--- src/eic_pkg.sv ---
// Package: shared constants and types for the excitation input command logic
package eic_pkg;

  // Control source selection: local discrete, local panel or remote
  typedef enum logic [1:0] {
    EIC_SRC_DISCRETE = 2'h0,  // discrete_input_control
    EIC_SRC_PANEL    = 2'h1,  // panel_control
    EIC_SRC_REMOTE   = 2'h3
  } eic_src_t;

  // Regulation modes, Gray coded along the usual path
  typedef enum logic [1:0] {
    EIC_MODE_VOLT  = 2'h0,  // terminal_voltage_regulation_mode
    EIC_MODE_FIELD = 2'h1,  // field_current_regulation_mode
    EIC_MODE_REACT = 2'h3,  // reactive_power_regulation_mode
    EIC_MODE_PF    = 2'h2   // power_factor_regulation_mode
  } eic_mode_t;

  // Unload sequence states
  typedef enum logic [1:0] {
    EIC_UNL_IDLE = 2'h0,
    EIC_UNL_RUN  = 2'h1,
    EIC_UNL_TOUT = 2'h3
  } eic_unl_t;

  // Reset value, timer width and synchroniser depth
  localparam eic_mode_t EIC_MODE_RST = EIC_MODE_VOLT;
  localparam int        EIC_TMR_W    = 32;
  localparam int        EIC_SYNC_N   = 2;

endpackage : eic_pkg

--- src/eic_input_logic.sv ---
// Design: excitation input decoding, mode selection and field breaker interlocks
module eic_input_logic #(
  parameter int TMR_W = eic_pkg::EIC_TMR_W
) (
  input  wire logic             clk,
  input  wire logic             srst,
  // Configuration
  input  wire logic [1:0]       cfg_ctrl_src,
  input  wire logic [TMR_W-1:0] cfg_fb_open_cycles,
  input  wire logic [TMR_W-1:0] cfg_unload_cycles,
  input  wire logic             cfg_int_trip_en,
  input  wire logic             cfg_vmatch_en,
  // Discrete field inputs
  input  wire logic             di_field_ovc,
  input  wire logic             di_speed_ok,
  input  wire logic             di_gen_brk_closed,
  input  wire logic             di_line_brk_closed,
  input  wire logic             di_vt_fault,
  input  wire logic             di_braking,
  input  wire logic             di_islanding,
  input  wire logic             di_common_trip,
  input  wire logic             di_vmatch,
  input  wire logic             di_backup_supply,
  input  wire logic             di_blk_uel,
  input  wire logic             di_blk_delayed_field_current_limiter,
  input  wire logic             di_blk_instant_field_current_limiter,
  input  wire logic             di_blk_scl,
  input  wire logic             di_motor_start,
  input  wire logic             di_blk_panel,
  // Process panel commands
  input  wire logic             pp_test_on,
  input  wire logic             pp_mode_volt,
  input  wire logic             pp_mode_field,
  input  wire logic             pp_mode_react,
  input  wire logic             pp_mode_pf,
  input  wire logic             pp_increase,
  input  wire logic             pp_decrease,
  input  wire logic             pp_fb_off,
  input  wire logic             pp_fb_on,
  input  wire logic             pp_unload,
  // Reactive power measured as near zero, from the regulator
  input  wire logic             q_at_zero,
  // Outputs
  output logic [1:0]            reg_mode,
  output logic                  fb_open_cmd,
  output logic                  fb_close_cmd,
  output logic                  ref_raise,
  output logic                  ref_lower,
  output logic                  test_mode,
  output logic                  speed_ok,
  output logic                  gen_brk_closed,
  output logic                  line_brk_closed,
  output logic                  braking_active,
  output logic                  vmatch_active,
  output logic                  backup_sel,
  output logic                  inh_uel,
  output logic                  inh_delayed_field_current_limiter,
  output logic                  inh_instant_field_current_limiter,
  output logic                  inh_scl,
  output logic                  fast_ramp,
  output logic                  panel_blocked,
  output logic                  q_unload_active,
  output logic                  q_unload_timeout
);

  localparam int NIN = 26;

  // ==========================================================================
  // Input synchronisers
  // Two stages for every discrete and panel pin; only the second stage is read by logic
  logic [NIN-1:0] raw, s1_q, s1_d, s2_q, s2_d, prev_q, prev_d, rise;

  assign raw = {di_field_ovc, di_speed_ok, di_gen_brk_closed, di_line_brk_closed,
                di_vt_fault, di_braking, di_islanding, di_common_trip, di_vmatch,
                di_backup_supply, di_blk_uel, di_blk_delayed_field_current_limiter, di_blk_instant_field_current_limiter, di_blk_scl,
                di_motor_start, di_blk_panel, pp_test_on, pp_mode_volt, pp_mode_field,
                pp_mode_react, pp_mode_pf, pp_increase, pp_decrease, pp_fb_off,
                pp_fb_on, pp_unload};

  // Bit positions in the synchronised vector
  localparam int B_OVC = 25, B_SPD = 24, B_GEN = 23, B_LINE = 22, B_VT = 21;
  localparam int B_BRK = 20, B_ISL = 19, B_TRIP = 18, B_VM = 17, B_BKP = 16;
  localparam int B_UEL = 15, B_DFC = 14, B_IFC = 13, B_SCL = 12, B_MOT = 11;
  localparam int B_BLK = 10, B_TST = 9, B_MV = 8, B_MF = 7, B_MQ = 6, B_MP = 5;
  localparam int B_INC = 4, B_DEC = 3, B_OFF = 2, B_ON = 1, B_UNL = 0;

  // Synchroniser and edge history next values
  always_comb begin
    s1_d   = raw;
    s2_d   = s1_q;
    prev_d = s2_q;
  end

  always_ff @(posedge clk) begin
    if (srst) begin
      s1_q   <= '0;
      s2_q   <= '0;
      prev_q <= '0;
    end else begin
      s1_q   <= s1_d;
      s2_q   <= s2_d;
      prev_q <= prev_d;
    end
  end

  assign rise = s2_q & ~prev_q;

  // ==========================================================================
  // Command gating
  logic src_di, src_pp, pp_ok;
  assign src_di = (cfg_ctrl_src == eic_pkg::EIC_SRC_DISCRETE);
  assign src_pp = (cfg_ctrl_src == eic_pkg::EIC_SRC_PANEL);
  // Panel block wins over panel source so a motor start cannot be disturbed
  assign pp_ok  = src_pp & ~s2_q[B_BLK];

  // ==========================================================================
  // Regulation mode and test mode
  logic [1:0] mode_q, mode_d;
  logic       test_q, test_d;

  // Safety forcing last so it overrides operator choice
  always_comb begin
    mode_d = mode_q;
    test_d = test_q;
    if (pp_ok && rise[B_TST]) begin
      test_d = 1'b1;
    end
    if (pp_ok) begin
      // Fixed priority: field, voltage, reactive, power factor
      if (rise[B_MF]) begin
        mode_d = eic_pkg::EIC_MODE_FIELD;
      end else if (rise[B_MV]) begin
        mode_d = eic_pkg::EIC_MODE_VOLT;
      end else if (rise[B_MQ]) begin
        mode_d = eic_pkg::EIC_MODE_REACT;
      end else if (rise[B_MP]) begin
        mode_d = eic_pkg::EIC_MODE_PF;
      end
    end
    if (rise[B_ISL] && (mode_d == eic_pkg::EIC_MODE_REACT ||
                        mode_d == eic_pkg::EIC_MODE_PF)) begin
      mode_d = eic_pkg::EIC_MODE_VOLT;
    end
    if (s2_q[B_VT]) begin
      mode_d = eic_pkg::EIC_MODE_FIELD;
    end
  end

  always_ff @(posedge clk) begin
    if (srst) begin
      mode_q <= eic_pkg::EIC_MODE_RST;
      test_q <= 1'b0;
    end else begin
      mode_q <= mode_d;
      test_q <= test_d;
    end
  end

  // ==========================================================================
  // Field breaker: overcurrent delay timer, trips and panel commands
  // Counter step sized to the timer so no addition pads a one-bit constant
  localparam logic [TMR_W-1:0] CNT_STEP = TMR_W'(1);
  logic [TMR_W-1:0] ovc_cnt_q, ovc_cnt_d;
  logic             ovc_run_q, ovc_run_d;
  logic             fbo_q, fbo_d, fbc_q, fbc_d;

  // Open always wins over close; one-cycle pulses
  always_comb begin
    ovc_cnt_d = ovc_cnt_q;
    ovc_run_d = ovc_run_q;
    fbo_d     = 1'b0;
    fbc_d     = 1'b0;
    if (src_di && rise[B_OVC]) begin
      ovc_run_d = 1'b1;
      ovc_cnt_d = '0;
    end else if (ovc_run_q) begin
      if (!src_di) begin
        ovc_run_d = 1'b0;
      end else if (ovc_cnt_q >= cfg_fb_open_cycles) begin
        ovc_run_d = 1'b0;
        fbo_d     = 1'b1;
      end else begin
        ovc_cnt_d = ovc_cnt_q + CNT_STEP;
      end
    end
    if (cfg_int_trip_en && rise[B_TRIP]) begin
      fbo_d = 1'b1;
    end
    if (pp_ok && rise[B_OFF]) begin
      fbo_d = 1'b1;
    end
    if (pp_ok && rise[B_ON] && !fbo_d) begin
      fbc_d = 1'b1;
    end
  end

  always_ff @(posedge clk) begin
    if (srst) begin
      ovc_cnt_q <= '0;
      ovc_run_q <= 1'b0;
      fbo_q     <= 1'b0;
      fbc_q     <= 1'b0;
    end else begin
      ovc_cnt_q <= ovc_cnt_d;
      ovc_run_q <= ovc_run_d;
      fbo_q     <= fbo_d;
      fbc_q     <= fbc_d;
    end
  end

  // ==========================================================================
  // Reactive power unload sequence
  eic_pkg::eic_unl_t unl_q, unl_d;
  logic [TMR_W-1:0]  unl_cnt_q, unl_cnt_d;

  // Timeout is reported and the sequence stops; reference stays unloaded no longer
  always_comb begin
    unl_d     = unl_q;
    unl_cnt_d = unl_cnt_q;
    case (unl_q)
      eic_pkg::EIC_UNL_IDLE: begin
        if (pp_ok && rise[B_UNL]) begin
          unl_d     = eic_pkg::EIC_UNL_RUN;
          unl_cnt_d = '0;
        end
      end
      eic_pkg::EIC_UNL_RUN: begin
        if (q_at_zero) begin
          unl_d = eic_pkg::EIC_UNL_IDLE;
        end else if (unl_cnt_q >= cfg_unload_cycles) begin
          unl_d = eic_pkg::EIC_UNL_TOUT;
        end else begin
          unl_cnt_d = unl_cnt_q + CNT_STEP;
        end
      end
      eic_pkg::EIC_UNL_TOUT: begin
        if (pp_ok && rise[B_UNL]) begin
          unl_d     = eic_pkg::EIC_UNL_RUN;
          unl_cnt_d = '0;
        end
      end
      default: unl_d = eic_pkg::EIC_UNL_IDLE;
    endcase
  end

  always_ff @(posedge clk) begin
    if (srst) begin
      unl_q     <= eic_pkg::EIC_UNL_IDLE;
      unl_cnt_q <= '0;
    end else begin
      unl_q     <= unl_d;
      unl_cnt_q <= unl_cnt_d;
    end
  end

  // ==========================================================================
  // Registered outputs
  logic [15:0] out_d, out_q;

  // Levels follow synchronised inputs or the unload state; raise/lower are edge pulses
  always_comb begin
    out_d = {
      pp_ok & rise[B_INC] & ~rise[B_DEC],
      pp_ok & rise[B_DEC] & ~rise[B_INC],
      s2_q[B_SPD],
      s2_q[B_GEN],
      s2_q[B_LINE],
      s2_q[B_BRK],
      s2_q[B_VM] & cfg_vmatch_en,
      s2_q[B_BKP],
      s2_q[B_UEL],
      s2_q[B_DFC],
      s2_q[B_IFC],
      s2_q[B_SCL],
      s2_q[B_MOT],
      s2_q[B_BLK],
      unl_d == eic_pkg::EIC_UNL_RUN,
      unl_d == eic_pkg::EIC_UNL_TOUT
    };
  end

  always_ff @(posedge clk) begin
    if (srst) begin
      out_q <= '0;
    end else begin
      out_q <= out_d;
    end
  end

  assign reg_mode     = mode_q;
  assign test_mode    = test_q;
  assign fb_open_cmd  = fbo_q;
  assign fb_close_cmd = fbc_q;
  assign {ref_raise, ref_lower, speed_ok, gen_brk_closed, line_brk_closed,
          braking_active, vmatch_active, backup_sel, inh_uel, inh_delayed_field_current_limiter, inh_instant_field_current_limiter,
          inh_scl, fast_ramp, panel_blocked, q_unload_active,
          q_unload_timeout} = out_q;

endmodule : eic_input_logic

--- config.mk ---
export PLATFORM = sky130hd
export DESIGN_NAME = eic_input_logic
export DESIGN_NICKNAME = d
export VERILOG_FILES = /design/src/eic_pkg.sv /design/src/eic_input_logic.sv
export SDC_FILE = /design/constraint.sdc
export NUM_CORES = 1
export LEC_CHECK = 0
export BUFFER_PORTS_ARGS = -buffer_cell sky130_fd_sc_hd__buf_2
export CAP_MARGIN = 0
export CORE_MARGIN = 1.5
export CORE_UTILIZATION = 57
export DETAILED_ROUTE_END_ITERATION = 8
export HOLD_SLACK_MARGIN = 0.02
export PLACE_DENSITY = 0.76
export SLEW_MARGIN = 20
export SYNTH_ARGS = -nofsm -noshare
export SYNTH_HDL_FRONTEND = slang
export SYNTH_SLANG_ARGS = --single-unit
--- constraint.sdc ---
create_clock -name clk -period 3.1 [get_ports clk]
set_input_delay 0.465 -clock clk [delete_from_list [all_inputs] [get_ports clk]]
set_output_delay 0.465 -clock clk [all_outputs]
set_load 0.005 [all_outputs]
Word-level counts from Yosys, hierarchy flattened
Cells that the tools add are included.

storage, ports and cells
  flip-flop bits (word level) = 166
  input bits = 97

operators by class
  add/sub/neg operators = 2
  order comparisons = 2
  equal/unequal tests = 10
  multiplexer cells = 26
  bitwise gates (word level) = 12
  reduce and logical (&&, ||, !) cells = 18

operators by type and width
  kind                     number
  $mux W32                 3
  $add A32 B1 Y32 const B  2
  $ge A32 B32 Y1           2
  $pmux W32 S2             1
  $and A26 B26 Y26         1
  $not A26 Y26             1
  $mux W2                  8
  $mux W1                  13
  $eq A2 B2 Y1 const B     4
  $logic_and A1 B1 Y1      8
  $and A1 B1 Y1            6
  $eq A2 B1 Y1 const B     3
  $logic_not A2 Y1         2
  $ne A2 B2 Y1 const B     2
  $not A1 Y1               4
  $pmux W2 S2              1
  $reduce_and A4 Y1        1
  $reduce_or A2 Y1         2
  $reduce_and A3 Y1        1
  $reduce_or A3 Y1         1
  $ne A2 B1 Y1 const B     1
  $reduce_bool A2 Y1       1
  $logic_not A1 Y1         1
  $logic_or A1 B1 Y1       1

Depth between registers and ports, before layout
Gate-level depths: netlist of run 1.

  depth in word-level cells = 12
  depth in mapped cells = 12
  depth with buffers taken out = 10

Worst setup path before layout of run 1
OpenSTA, ideal clock, no wires.

  path type = input to register
  start = input cfg_fb_open_cycles[19]
  end = register ovc_cnt_q[29]
  library setup time = 0.125 ns
  arrival = 2.581 ns
  required time = 2.975 ns
  path slack = 0.394 ns
  stages on the path = 10
  path buffers = 0
  cell sequence = inv_1 -> ha_1 -> a21oi_1 -> o21ai_1 -> a211oi_1 -> nor3_1 -> or4_1 -> or4_1 -> o211ai_1 -> o31ai_1

between the ends
  word-level cells in the longest chain between the ends = 3

RTL lines
  element                      RTL line                RTL
  from (decl)                  eic_input_logic.sv:9    input wire logic [TMR_W-1:0] cfg_fb_open_cycles,
  $ge A32 B32 Y1               eic_input_logic.sv:179  end else if (ovc_cnt_q >= cfg_fb_open_cycles) begin
  $not A1 Y1 (no line)         n/a
  $reduce_and A3 Y1 (no line)  n/a
  to (signal assigned)         eic_input_logic.sv:204  ovc_cnt_q <= ovc_cnt_d;
  to (decl)                    eic_input_logic.sv:163  logic [TMR_W-1:0] ovc_cnt_q, ovc_cnt_d;

Every way passes these cells.
A chain may end at the register's enable or synchronous reset.

Final worst setup path of run 1
  start = register ovc_cnt_q[23]
  end = register ovc_cnt_q[29]

between the ends
  word-level cells in the longest chain between the ends = 3

RTL lines
  element                      RTL line
  $ge A32 B32 Y1               eic_input_logic.sv:179
  $not A1 Y1 (no line)         n/a
  $reduce_and A3 Y1 (no line)  n/a

Several ways; a longest one is shown, not always the timed one.

==> qor.tcl, run 1 <==
set qor(slowest_stage_cell_on_the_critical_path) {sky130_fd_sc_hd__or4_1}
set qor(irDropWorstVdd_mv) 0.432
set qor(worst-endpoint-arrival_ns) 3.09
set qor(worst_endpoint_required_time_ns) 3.41
set qor(core_area_um2) 13300
set qor(timing.final.crit_period_ns) 2.77
set qor(postLayoutSetupSlackWorst_ns) 0.325
set qor(power.switching_mw) 1.03
set qor(cts_max_path_buffers) 2
set qor(synth_top_cells_by_area) {sky130_fd_sc_hd__dfxtp_1 39%, sky130_fd_sc_hd__ha_1 11%, sky130_fd_sc_hd__nor2b_1 8.4%}
set qor(synth.top_cell.area_share_pct) 39.3
set qor(cts_tree) {yes}
set qor(cts-buffers-inserted) 17
set qor(power_frac_clock_pct) 46.3
set qor(critPathMaxStageDelay_ns) 0.55
set qor(crit_path_end) {ovc_cnt_q[29]$_SDFFE_PP0P_}
set qor(r2r_setup_slack_ns) 0.33
set qor(grt_pass1_vias) 6068
set qor(clkTransAtPathRegs_ns) 0.06
set qor(maximum_number_of_pins_on_one_net_before_global_route_repair) 84
set qor(reg2reg_depth) 9
set qor(remaining_drc_errors) 0
set qor(global_route.usage.total_pct) 24.3
set qor(synthCells) 906
set qor(power_density_nw_per_um2) 456
set qor(synth_fp_nets) 1071
set qor(setup_viol) 0
set qor(netlist_area_um2) 7780
set qor(drt.antenna.violating_nets) 0
set qor(routed-via-count) 6697
set qor(seq_power_share_pct) 48.0
set qor(setup_tns_ns) 0
set qor(startpoint_type) {flop}
set qor(reg_to_reg_end) {ovc_cnt_q[29]$_SDFFE_PP0P_}
set qor(antenna_found_initial) 2
set qor(clkSinkCount) 153
set qor(finalInstanceArea_um2) 9230
set qor(synth_edf_count) 0
set qor(n_fill_cell) 1078
set qor(yosysSeqAreaShare_pct) 39.3
set qor(fmax_mhz) 360
set qor(run_status) {finished clean}
set qor(worstSkewPairLatency_ns) 0.42
set qor(synth-seq-cells) 153
set qor(layout.area.seq_um2) 3060
set qor(critical_path.endpoint_type) {flop}
set qor(cellInternalPower_mw) 3.18
set qor(critical_path.max_fanout) 7
set qor(post_synth_most_frequent_cells) {153 x sky130_fd_sc_hd__dfxtp_1, 105 x sky130_fd_sc_hd__nor2b_1, 74 x sky130_fd_sc_hd__inv_1}
set qor(drt_first_pass_iters) 4
set qor(grt_setup_unrepaired) {false}
set qor(initial_core_util_pct) 58.6
set qor(fp.dieH_um) 120
set qor(report.final.hold_viol_count) 0
set qor(routed_wire_length_per_instance_um) 13.9
set qor(buffer_ports.inserted) 117
set qor(synth_async_sr_flop_share_pct) 0
set qor(routed_wl_mm) 17.0
set qor(syn-mean-instance-area_um2) 8.59
set qor(timing.hold.worst.class) {input pin to flop}
set qor(regToRegStartpoint) {ovc_cnt_q[23]$_SDFFE_PP0P_}
set qor(die_x_um) 120
set qor(die_area_um2) 14400
set qor(path_class) {flop to flop}
set qor(timing.clock.skew_ns) 0.00792
set qor(post-route-period-util_pct) 89.5
set qor(comb_power_share_pct) 5.7
set qor(multi_input_area_um2) 4310
set qor(cp_cell_sequence) {ha_1 > a21oi_1 > o21ai_1 > a211oi_1 > nor3_1 > or4_1 > or4_1 > o211ai_1 > o31ai_1}
set qor(post_synth_num_cell_types) 63
set qor(cts.root.buffer_cell) {sky130_fd_sc_hd__clkbuf_16}
set qor(cts_repair_resize_count) 0
set qor(ys.flop_type) {sky130_fd_sc_hd__dfxtp_1}
set qor(worst_setup_path_startpoint) {ovc_cnt_q[23]$_SDFFE_PP0P_}
set qor(relSlewSlack_pct) 48.8
set qor(synth.yosys.warnings) 0
set qor(synth.largest_area_cell) {sky130_fd_sc_hd__dfxtp_1}
set qor(max_capacitance_violation_count) 0
set qor(post-cts-setup-buffers) 0
set qor(cellLeakagePower_nw) 4.08
set qor(max_slew.worst_pin.slew_ns) 0.768
set qor(clock_tree.htree_level_count) 4
set qor(std_cell_rows) 42
set qor(place_worst_setup_slack_ns) 0.123
set qor(critical_path.most_common_cell) {sky130_fd_sc_hd__or4_1}
set qor(switching_share_of_power_pct) 24.4
set qor(routed_via_density) 5.47
set qor(postCtsHoldBufs) 0
set qor(final_weighted_congestion_of_routability_driven_global_placement) 0.851
set qor(place_hpwl_mm) 12.3
set qor(placed_area_um2) 8680
set qor(global_route.overflow_total) 0
set qor(area_growth_syn_to_layout_pct) 18.6
set qor(num_io_pins) 118
set qor(dr.first_iter.drc_count) 390
set qor(maxSlewViolCount) 0
set qor(final_layout_size_suffix_gt1_share_pct) 18.3
set qor(wire_length_of_the_first_global_routing_pass_mm) 28.1
set qor(layout.nets) 1200
set qor(post-synth-top-count-cell) {sky130_fd_sc_hd__dfxtp_1}
==> metrics by stage <==
step	hold WS (ns)	power (mW)	utilization (%)	std cells
2_1_floorplan	0.375	2.20	-	906
5_1_grt	0.236	4.35	69.4	1224
4_1_cts	0.233	4.24	69.4	1224
6_report	0.247	4.21	69.5	1225
3_3_place_gp	0.377	2.30	65.3	1192
3_5_place_dp	0.384	2.31	65.3	1192
==> layout by cell type (no fill, tap or decap), types with 4 or more instances in the layout <==
cell	instances
sky130_fd_sc_hd__nand4_1	18
sky130_fd_sc_hd__a21o_1	4
sky130_fd_sc_hd__nor2_1	50
sky130_fd_sc_hd__ha_1	68
sky130_fd_sc_hd__inv_8	4
sky130_fd_sc_hd__a21oi_1	63
sky130_fd_sc_hd__inv_6	6
sky130_fd_sc_hd__o21ai_0	14
sky130_fd_sc_hd__inv_1	74
sky130_fd_sc_hd__or3_1	7
sky130_fd_sc_hd__and3_1	10
sky130_fd_sc_hd__nand2b_1	16
sky130_fd_sc_hd__xnor2_1	7
sky130_fd_sc_hd__a211oi_1	5
sky130_fd_sc_hd__nor3_1	10
sky130_fd_sc_hd__o211ai_1	4
sky130_fd_sc_hd__nand2_1	62
sky130_fd_sc_hd__and4_1	5
sky130_fd_sc_hd__o21ai_1	42
sky130_fd_sc_hd__clkbuf_16	17
sky130_fd_sc_hd__and2_1	4
sky130_fd_sc_hd__nor2b_1	105
sky130_fd_sc_hd__nand3_1	31
sky130_fd_sc_hd__a31oi_1	11
sky130_fd_sc_hd__dfxtp_1	153
sky130_fd_sc_hd__buf_2	116
sky130_fd_sc_hd__o31ai_1	32
sky130_fd_sc_hd__or4_1	20
sky130_fd_sc_hd__buf_4	24
sky130_fd_sc_hd__nor4_1	8
==> cell families (layout without fill, tap and decap cells) <==
group                      after synthesis  count (layout)  share of synthesized area, %
and+or+nand+nor                        373             373                          28.0
AOI/OAI and AO/OA                      196             196                          15.5
DFF                                    153             153                          39.3
buffers and inverters                  107             249                          5.24
adders and majority gates               68              68                          10.9
xor gates and xnor gates                 8               8                         0.900
muxes                                    1               1                         0.129
other                                    0               1                             0
==> power by group through the flow <==
stage / sequential (mW) / combinational [mW] / clock [mW]
floorplan: 2.06 / 0.139 / 0
global placement: 2.06 / 0.237 / 0
detailed placement: 2.06 / 0.242 / 0
CTS: 2.02 / 0.244 / 1.97
global route: 2.02 / 0.275 / 2.06
finish: 2.02 / 0.242 / 1.95
==> critical path, delay by kind of cell (launching register included) <==
kind	cells	cell delay [ns]
compound gates	5	0.72
simple gates	3	1.19
flops	1	0.45
fa+ha+maj	1	0.30
==> registers in the layout, indices dropped and copies added, names as in the netlist <==
| register | flops |
|---|---|
| prev_q | 24 |
| s1_q | 26 |
| out_q | 5 |
| ovc_run_q | 1 |
| fb_close_cmd | 1 |
| prev_d | 26 |
| unl_q | 2 |
| fb_open_cmd | 1 |
| ovc_cnt_q | 32 |
| test_mode | 1 |
| unl_cnt_q | 32 |
| reg_mode | 2 |
==> layer usage <==
metal / vias to the layer above / global-route usage, % / routed length (um)
met3: 27 / 5.94 / 1020
li1: 3462 / - / -
met5: - / 0 / 10
met1: 3028 / 32.0 / 8000
met2: 178 / 39.4 / 7700
met4: 2 / 7.37 / 253
==> cell type report <==
type,instances,share of cell area (%)
antenna,1,0.0271
inverter,75,3.05
clock inverter,14,1.33
clock buffer,18,4.65
tap,176,2.38
multi-input combinational,646,46.7
timing repair buffer,142,8.67
sequential,153,33.2
==> how the worst min path moves through the flow <==
stage	end	depth (start not counted)	from	slack [ns]
6_report	s1_q[1]$_SDFF_PP0_	2	pp_fb_on	0.25
5_1_grt	s1_q[1]$_SDFF_PP0_	2	pp_fb_on	0.24
4_1_cts	s1_q[16]$_SDFF_PP0_	2	di_backup_supply	0.23
3_5_place_dp	fb_close_cmd$_SDFF_PP0_	1	prev_q[1]$_SDFF_PP0_	0.38
3_3_place_gp	fb_close_cmd$_SDFF_PP0_	1	prev_q[1]$_SDFF_PP0_	0.38
2_1_floorplan	fb_close_cmd$_SDFF_PP0_	1	prev_q[1]$_SDFF_PP0_	0.38
(Power assumes the default switching activity.)
==> run 2: changes to the inputs <==
--- a/config.mk
+++ b/config.mk
@@ -7,7 +7,7 @@
 export LEC_CHECK = 0
 export BUFFER_PORTS_ARGS = -buffer_cell sky130_fd_sc_hd__buf_2
 export CAP_MARGIN = 0
-export CORE_MARGIN = 1.5
+export CORE_MARGIN = 2
 export CORE_UTILIZATION = 57
 export DETAILED_ROUTE_END_ITERATION = 8
 export HOLD_SLACK_MARGIN = 0.02
==> run 2 against run 1 <==
Non-clock buffer count down 5. Combinational power barely moved. Register-to-register slack worse by 0.15 ns. Count of clock-buffer cells in the layout is 1 lower. Cell area is 0.27% lower. Worst setup slack got worse by 0.15 ns. First-iteration DRC count increased by 35%. Power rose by 1.5%. Critical path type unchanged. Largest power group unchanged. Highest routed layer unchanged.
==> qor.tcl, run 2 (same netlist as run 1, synthesis figures left out) <==
set qor(run_status) {finished clean}
set qor(drt_first_pass_iters) 6
set qor(die_area_um2) 14600
set qor(initial_core_util_pct) 58.6
set qor(clkTransAtPathRegs_ns) 0.06
set qor(postCtsHoldBufs) 0
set qor(cellLeakagePower_nw) 4.06
set qor(final_common_cell) {sky130_fd_sc_hd__dfxtp_1}
set qor(cp_cell_sequence) {ha_1 > a21oi_1 > o21ai_1 > a211oi_1 > nor3_1 > nor3_2 > nand4_1 > buf_4 > or4_1 > a21oi_1}
set qor(post-route-period-util_pct) 94.2
set qor(final_layout_size_suffix_gt1_share_pct) 17.9
set qor(timing.final.crit_period_ns) 2.92
set qor(critical_path.n_buffers_inverters) 1
set qor(relSlewSlack_pct) 58.3
set qor(routed_wl_mm) 17.1
set qor(clkSinkCount) 153
set qor(critical_path.max_fanout) 14
set qor(cts.root.buffer_cell) {sky130_fd_sc_hd__clkbuf_16}
set qor(utilization_pct) 69.3
set qor(cts_max_path_buffers) 2
set qor(timing.hold.worst.class) {input pin to flop}
set qor(irDropWorstVdd_mv) 0.614
set qor(worstSkewPairLatency_ns) 0.43
set qor(maxSlewViolCount) 0
set qor(die_x_um) 121
set qor(wire_length_of_the_first_global_routing_pass_mm) 28.2
set qor(layout.area.seq_um2) 3060
set qor(place_worst_setup_slack_ns) 0.0982
set qor(worst_endpoint_required_time_ns) 3.45
set qor(grt_setup_unrepaired) {false}
set qor(layout.cells.most_common_list) {153 x sky130_fd_sc_hd__dfxtp_1, 116 x sky130_fd_sc_hd__buf_2, 105 x sky130_fd_sc_hd__nor2b_1}
set qor(routed_wire_length_per_instance_um) 14.0
set qor(remaining_drc_errors) 0
set qor(antenna_found_initial) 2
set qor(power_density_nw_per_um2) 464
set qor(postLayoutSetupSlackWorst_ns) 0.180
set qor(buffer_ports.inserted) 117
set qor(setup_viol) 0
set qor(critPathMaxStageDelay_ns) 0.50
set qor(global_route.overflow_total) 0
set qor(cp_top_family) {simple AND/OR/NAND/NOR gates}
set qor(path_class) {flop to flop}
set qor(num_io_pins) 118
set qor(max_slew.worst_pin.slew_ns) 0.625
set qor(routed-via-count) 6740
set qor(clock_tree.htree_level_count) 4
set qor(drt.antenna.violating_nets) 0
set qor(fp.dieH_um) 121
set qor(post-cts-setup-buffers) 0
set qor(final_cell_count_without_fillers) 1219
set qor(std_cell_rows) 42
set qor(registers_with_the_most_flip_flops) {ovc_cnt_q: 32 flops, unl_cnt_q: 32 flops}
set qor(placed_cells) 1187
set qor(global_route.usage.total_pct) 24.1
set qor(max_capacitance_violation_count) 0
set qor(final.hold.worst_slack_ns) 0.243
set qor(report.final.hold_viol_count) 0
set qor(setup_tns_ns) 0
set qor(layout.nets) 1195
set qor(fmax_mhz) 342
set qor(maximum_number_of_pins_on_one_net_before_global_route_repair) 54
set qor(slowest_stage_cell_on_the_critical_path) {sky130_fd_sc_hd__or4_1}
set qor(cts_tree) {yes}
set qor(n_fill_cell) 1095
set qor(core_area_um2) 13300
set qor(area_growth_syn_to_layout_pct) 18.3
set qor(startpoint_type) {flop}
set qor(grt_pass1_vias) 6095
set qor(critical_path.endpoint_type) {flop}
set qor(worst-endpoint-arrival_ns) 3.27
set qor(multi_input_area_um2) 4310
set qor(final_weighted_congestion_of_routability_driven_global_placement) 0.832
set qor(place_hpwl_mm) 12.4
set qor(cts_repair_resize_count) 0
set qor(critical_path.most_common_cell) {sky130_fd_sc_hd__a21oi_1}
set qor(routed_via_density) 5.53
set qor(dr.first_iter.drc_count) 527
set qor(timing.clock.skew_ns) 0.00753
set qor(cts-buffers-inserted) 17
==> run 2: per-layer routing <==
| layer | track usage [%] | wire length (um) | vias to the layer above | part of all wire, % |
|---|---|---|---|---|
| met1 | 31.6 | 8050 | 3052 | 47 |
| li1 | - | - | 3465 | - |
| met2 | 38.3 | 7750 | 191 | 45 |
| met3 | 7.05 | 1010 | 30 | 5.9 |
| met5 | 0 | 13 | - | 0.076 |
| met4 | 7.27 | 290 | 2 | 1.7 |
==> run 2: metrics by stage <==
step / instance area [um^2] / total power [mW]
floorplan: 7780 / 2.20
global placement: 8630 / 2.30
detailed placement: 8630 / 2.30
CTS: 9210 / 4.30
global route: 9210 / 4.43
finish: 9210 / 4.27
==> run 2: final timing paths <==
path	start	end	slack [ns]	depth (start not counted)
worst max-delay path	ovc_cnt_q[25]$_SDFFE_PP0P_	ovc_cnt_q[21]$_SDFFE_PP0P_	0.18	10
worst min-delay path	di_backup_supply	s1_q[16]$_SDFF_PP0_	0.24	2
worst min register to register	prev_q[1]$_SDFF_PP0_	fb_close_cmd$_SDFF_PP0_	0.39	1
worst max register to register	ovc_cnt_q[25]$_SDFFE_PP0P_	ovc_cnt_q[21]$_SDFFE_PP0P_	0.18	10
==> run 2: area by class of cell <==
type                            instances  share of cell area, %
Timing Repair Buffer                  137                   8.15
Clock buffer                           17                   4.62
Clock inverter                         14                   1.64
Inverter                               75                   3.06
Antenna cell                            1                 0.0272
Sequential cell                       153                   33.3
Tap cell                              176                   2.39
Multi-Input combinational cell        646                   46.8
==> run 2: power breakdown <==
part	leakage, nW	switching (mW)	internal [mW]
Combinational	2.53	0.125	0.114
Clock	0.279	0.878	1.13
Sequential	1.25	0.0118	2.01
==> run 2: worst reg2reg max path, cell delays in order, from the launching register on <==
cell                       delay, ns
sky130_fd_sc_hd__dfxtp_1        0.47
sky130_fd_sc_hd__ha_1           0.31
sky130_fd_sc_hd__a21oi_1        0.15
sky130_fd_sc_hd__o21ai_1        0.14
sky130_fd_sc_hd__a211oi_1       0.22
sky130_fd_sc_hd__nor3_1         0.15
sky130_fd_sc_hd__nor3_2         0.30
sky130_fd_sc_hd__nand4_1        0.21
sky130_fd_sc_hd__buf_4          0.24
sky130_fd_sc_hd__or4_1          0.50
sky130_fd_sc_hd__a21oi_1        0.14
==> run 3: changes to the inputs <==
--- a/config.mk
+++ b/config.mk
@@ -11,6 +11,7 @@
 export CORE_UTILIZATION = 57
 export DETAILED_ROUTE_END_ITERATION = 8
 export HOLD_SLACK_MARGIN = 0.02
+export MAX_ROUTING_LAYER = met4
 export PLACE_DENSITY = 0.76
 export SLEW_MARGIN = 20
 export SYNTH_ARGS = -nofsm -noshare
==> run 3 against run 2 <==
Count of clock-buffer cells in the layout unchanged. Fmax increased by 1.1%. Global-route usage rose by 0.72 points. Combinational power about the same. Worst setup slack better by 0.033 ns. Clock power is essentially flat. Via count decreased by 0.12%. Power shrank 0.15%. Sequential share of layout area about the same. Routed wire length fell by 0.16%. Register-to-register slack improved by 0.03 ns. Critical endpoint unchanged.
==> qor.tcl, run 3 (same netlist as run 1, synthesis figures left out) <==
set qor(setup_viol) 0
set qor(place_hpwl_mm) 12.4
set qor(post-route-period-util_pct) 93.1
set qor(initial_core_util_pct) 58.6
set qor(max_slew.worst_pin.slew_ns) 0.625
set qor(post-cts-setup-buffers) 0
set qor(place_worst_setup_slack_ns) 0.0982
set qor(drt_first_pass_iters) 5
set qor(cts-buffers-inserted) 17
set qor(finalInstanceArea_um2) 9210
set qor(clkSinkCount) 153
set qor(clkTransAtPathRegs_ns) 0.06
set qor(timing.final.crit_period_ns) 2.89
set qor(topRoutingLayerUsed) {met4}
set qor(dr.first_iter.drc_count) 581
set qor(final_weighted_congestion_of_routability_driven_global_placement) 0.845
set qor(report.final.hold_viol_count) 0
set qor(fmax_mhz) 346
set qor(registers_with_the_most_flip_flops) {ovc_cnt_q: 32 flops, unl_cnt_q: 32 flops}
set qor(grt_setup_unrepaired) {false}
set qor(run_status) {finished clean}
set qor(layout.nets) 1195
set qor(clock_tree.htree_level_count) 4
set qor(cts_repair_resize_count) 0
set qor(global_route.overflow_total) 0
set qor(routed_wire_length_per_instance_um) 14.0
set qor(drt.antenna.violating_nets) 0
set qor(timing.clock.skew_ns) 0.0104
set qor(n_fill_cell) 1098
set qor(final_common_cell) {sky130_fd_sc_hd__dfxtp_1}
set qor(cellLeakagePower_nw) 4.06
set qor(wl_met3_mm) 1.24
set qor(irDropWorstVdd_mv) 0.613
set qor(final.hold.worst_slack_ns) 0.243
set qor(maxSlewViolCount) 0
set qor(routed_wl_mm) 17.1
set qor(num_io_pins) 118
set qor(grt_pass1_vias) 6111
set qor(wire_length_of_the_first_global_routing_pass_mm) 28.2
set qor(path_class) {flop to flop}
set qor(maximum_number_of_pins_on_one_net_before_global_route_repair) 54
set qor(std_cell_rows) 42
set qor(startpoint_type) {flop}
set qor(die_x_um) 121
set qor(relSlewSlack_pct) 58.3
set qor(remaining_drc_errors) 0
set qor(worstSkewPairLatency_ns) 0.43
set qor(buffer_ports.inserted) 117
set qor(fp.dieH_um) 121
set qor(routed_via_density) 5.52
set qor(timing.hold.worst.class) {input pin to flop}
set qor(dr_wl_met2_mm) 7.82
set qor(die_area_um2) 14600
set qor(setup_tns_ns) 0
set qor(global_route.usage.total_pct) 24.8
set qor(postLayoutSetupSlackWorst_ns) 0.213
set qor(critical_path.max_fanout) 14
set qor(core_area_um2) 13300
set qor(final_layout_size_suffix_gt1_share_pct) 17.9
set qor(postCtsHoldBufs) 0
set qor(area_growth_syn_to_layout_pct) 18.3
set qor(placed_area_um2) 8630
set qor(antenna_found_initial) 2
set qor(max_capacitance_violation_count) 0
set qor(worst-endpoint-arrival_ns) 3.24
set qor(routed-via-count) 6732
set qor(cts.root.buffer_cell) {sky130_fd_sc_hd__clkbuf_16}
set qor(cts_tree) {yes}
set qor(layout.cells.most_common_list) {153 x sky130_fd_sc_hd__dfxtp_1, 116 x sky130_fd_sc_hd__buf_2, 105 x sky130_fd_sc_hd__nor2b_1}
set qor(power_density_nw_per_um2) 463
set qor(wl_met1_mm) 7.76
set qor(worst_endpoint_required_time_ns) 3.45
set qor(cts_max_path_buffers) 2
set qor(critical_path.endpoint_type) {flop}
==> run 3: changes by cell type in the layout (fill, tap and decap cells not counted), sizes merged <==
cell,previous run,this run
diode,1,2
==> run 3: metal layers <==
metal / global-route usage (%) / vias to the layer above
li1: - / 3461
met1: 31.7 / 3025
met2: 38.3 / 223
met3: 7.00 / 23
met4: 7.49 / 0
met5: - / -
==> run 3: worst paths after layout <==
check                              from  cells after the start                         end  slack, ns
max          ovc_cnt_q[25]$_SDFFE_PP0P_                     10  ovc_cnt_q[21]$_SDFFE_PP0P_       0.21
max reg2reg  ovc_cnt_q[25]$_SDFFE_PP0P_                     10  ovc_cnt_q[21]$_SDFFE_PP0P_       0.21
min                    di_backup_supply                      2         s1_q[16]$_SDFF_PP0_       0.24
min reg2reg        prev_q[1]$_SDFF_PP0_                      1     fb_close_cmd$_SDFF_PP0_       0.39
==> run 3: critical path: stages, from the launching register on <==
cell and delay [ns]:
sky130_fd_sc_hd__dfxtp_1 0.47, sky130_fd_sc_hd__ha_1 0.31, sky130_fd_sc_hd__a21oi_1 0.15, sky130_fd_sc_hd__o21ai_1 0.13, sky130_fd_sc_hd__a211oi_1 0.22, sky130_fd_sc_hd__nor3_1 0.15
sky130_fd_sc_hd__nor3_2 0.31, sky130_fd_sc_hd__nand4_1 0.20, sky130_fd_sc_hd__buf_4 0.23, sky130_fd_sc_hd__or4_1 0.50, sky130_fd_sc_hd__a21oi_1 0.14
==> run 3: final cells by class <==
cell class | instances | area [um^2] | share of cell area, %
clock buffer | 17 | 425 | 4.62
inverter | 75 | 282 | 3.06
timing repair buffer | 137 | 751 | 8.15
antenna | 2 | 5.00 | 0.0543
multi-input combinational | 646 | 4310 | 46.8
clock inverter | 14 | 151 | 1.64
sequential | 153 | 3060 | 33.3
tap | 176 | 220 | 2.39
==> run 3: power by group <==
part,internal (mW),switching [mW],total [mW]
clock network,1.13,0.872,2.01
registers,2.01,0.0119,2.02
logic,0.114,0.125,0.239
total,3.26,1.01,4.27
==> run 3: per-stage QoR <==
step	power [mW]	utilization, %	cells
5_1_grt	4.43	69.3	1220
6_report	4.27	69.3	1220
3_5_place_dp	2.30	64.9	1187
2_1_floorplan	2.20	-	906
3_3_place_gp	2.30	64.9	1187
4_1_cts	4.30	69.2	1218
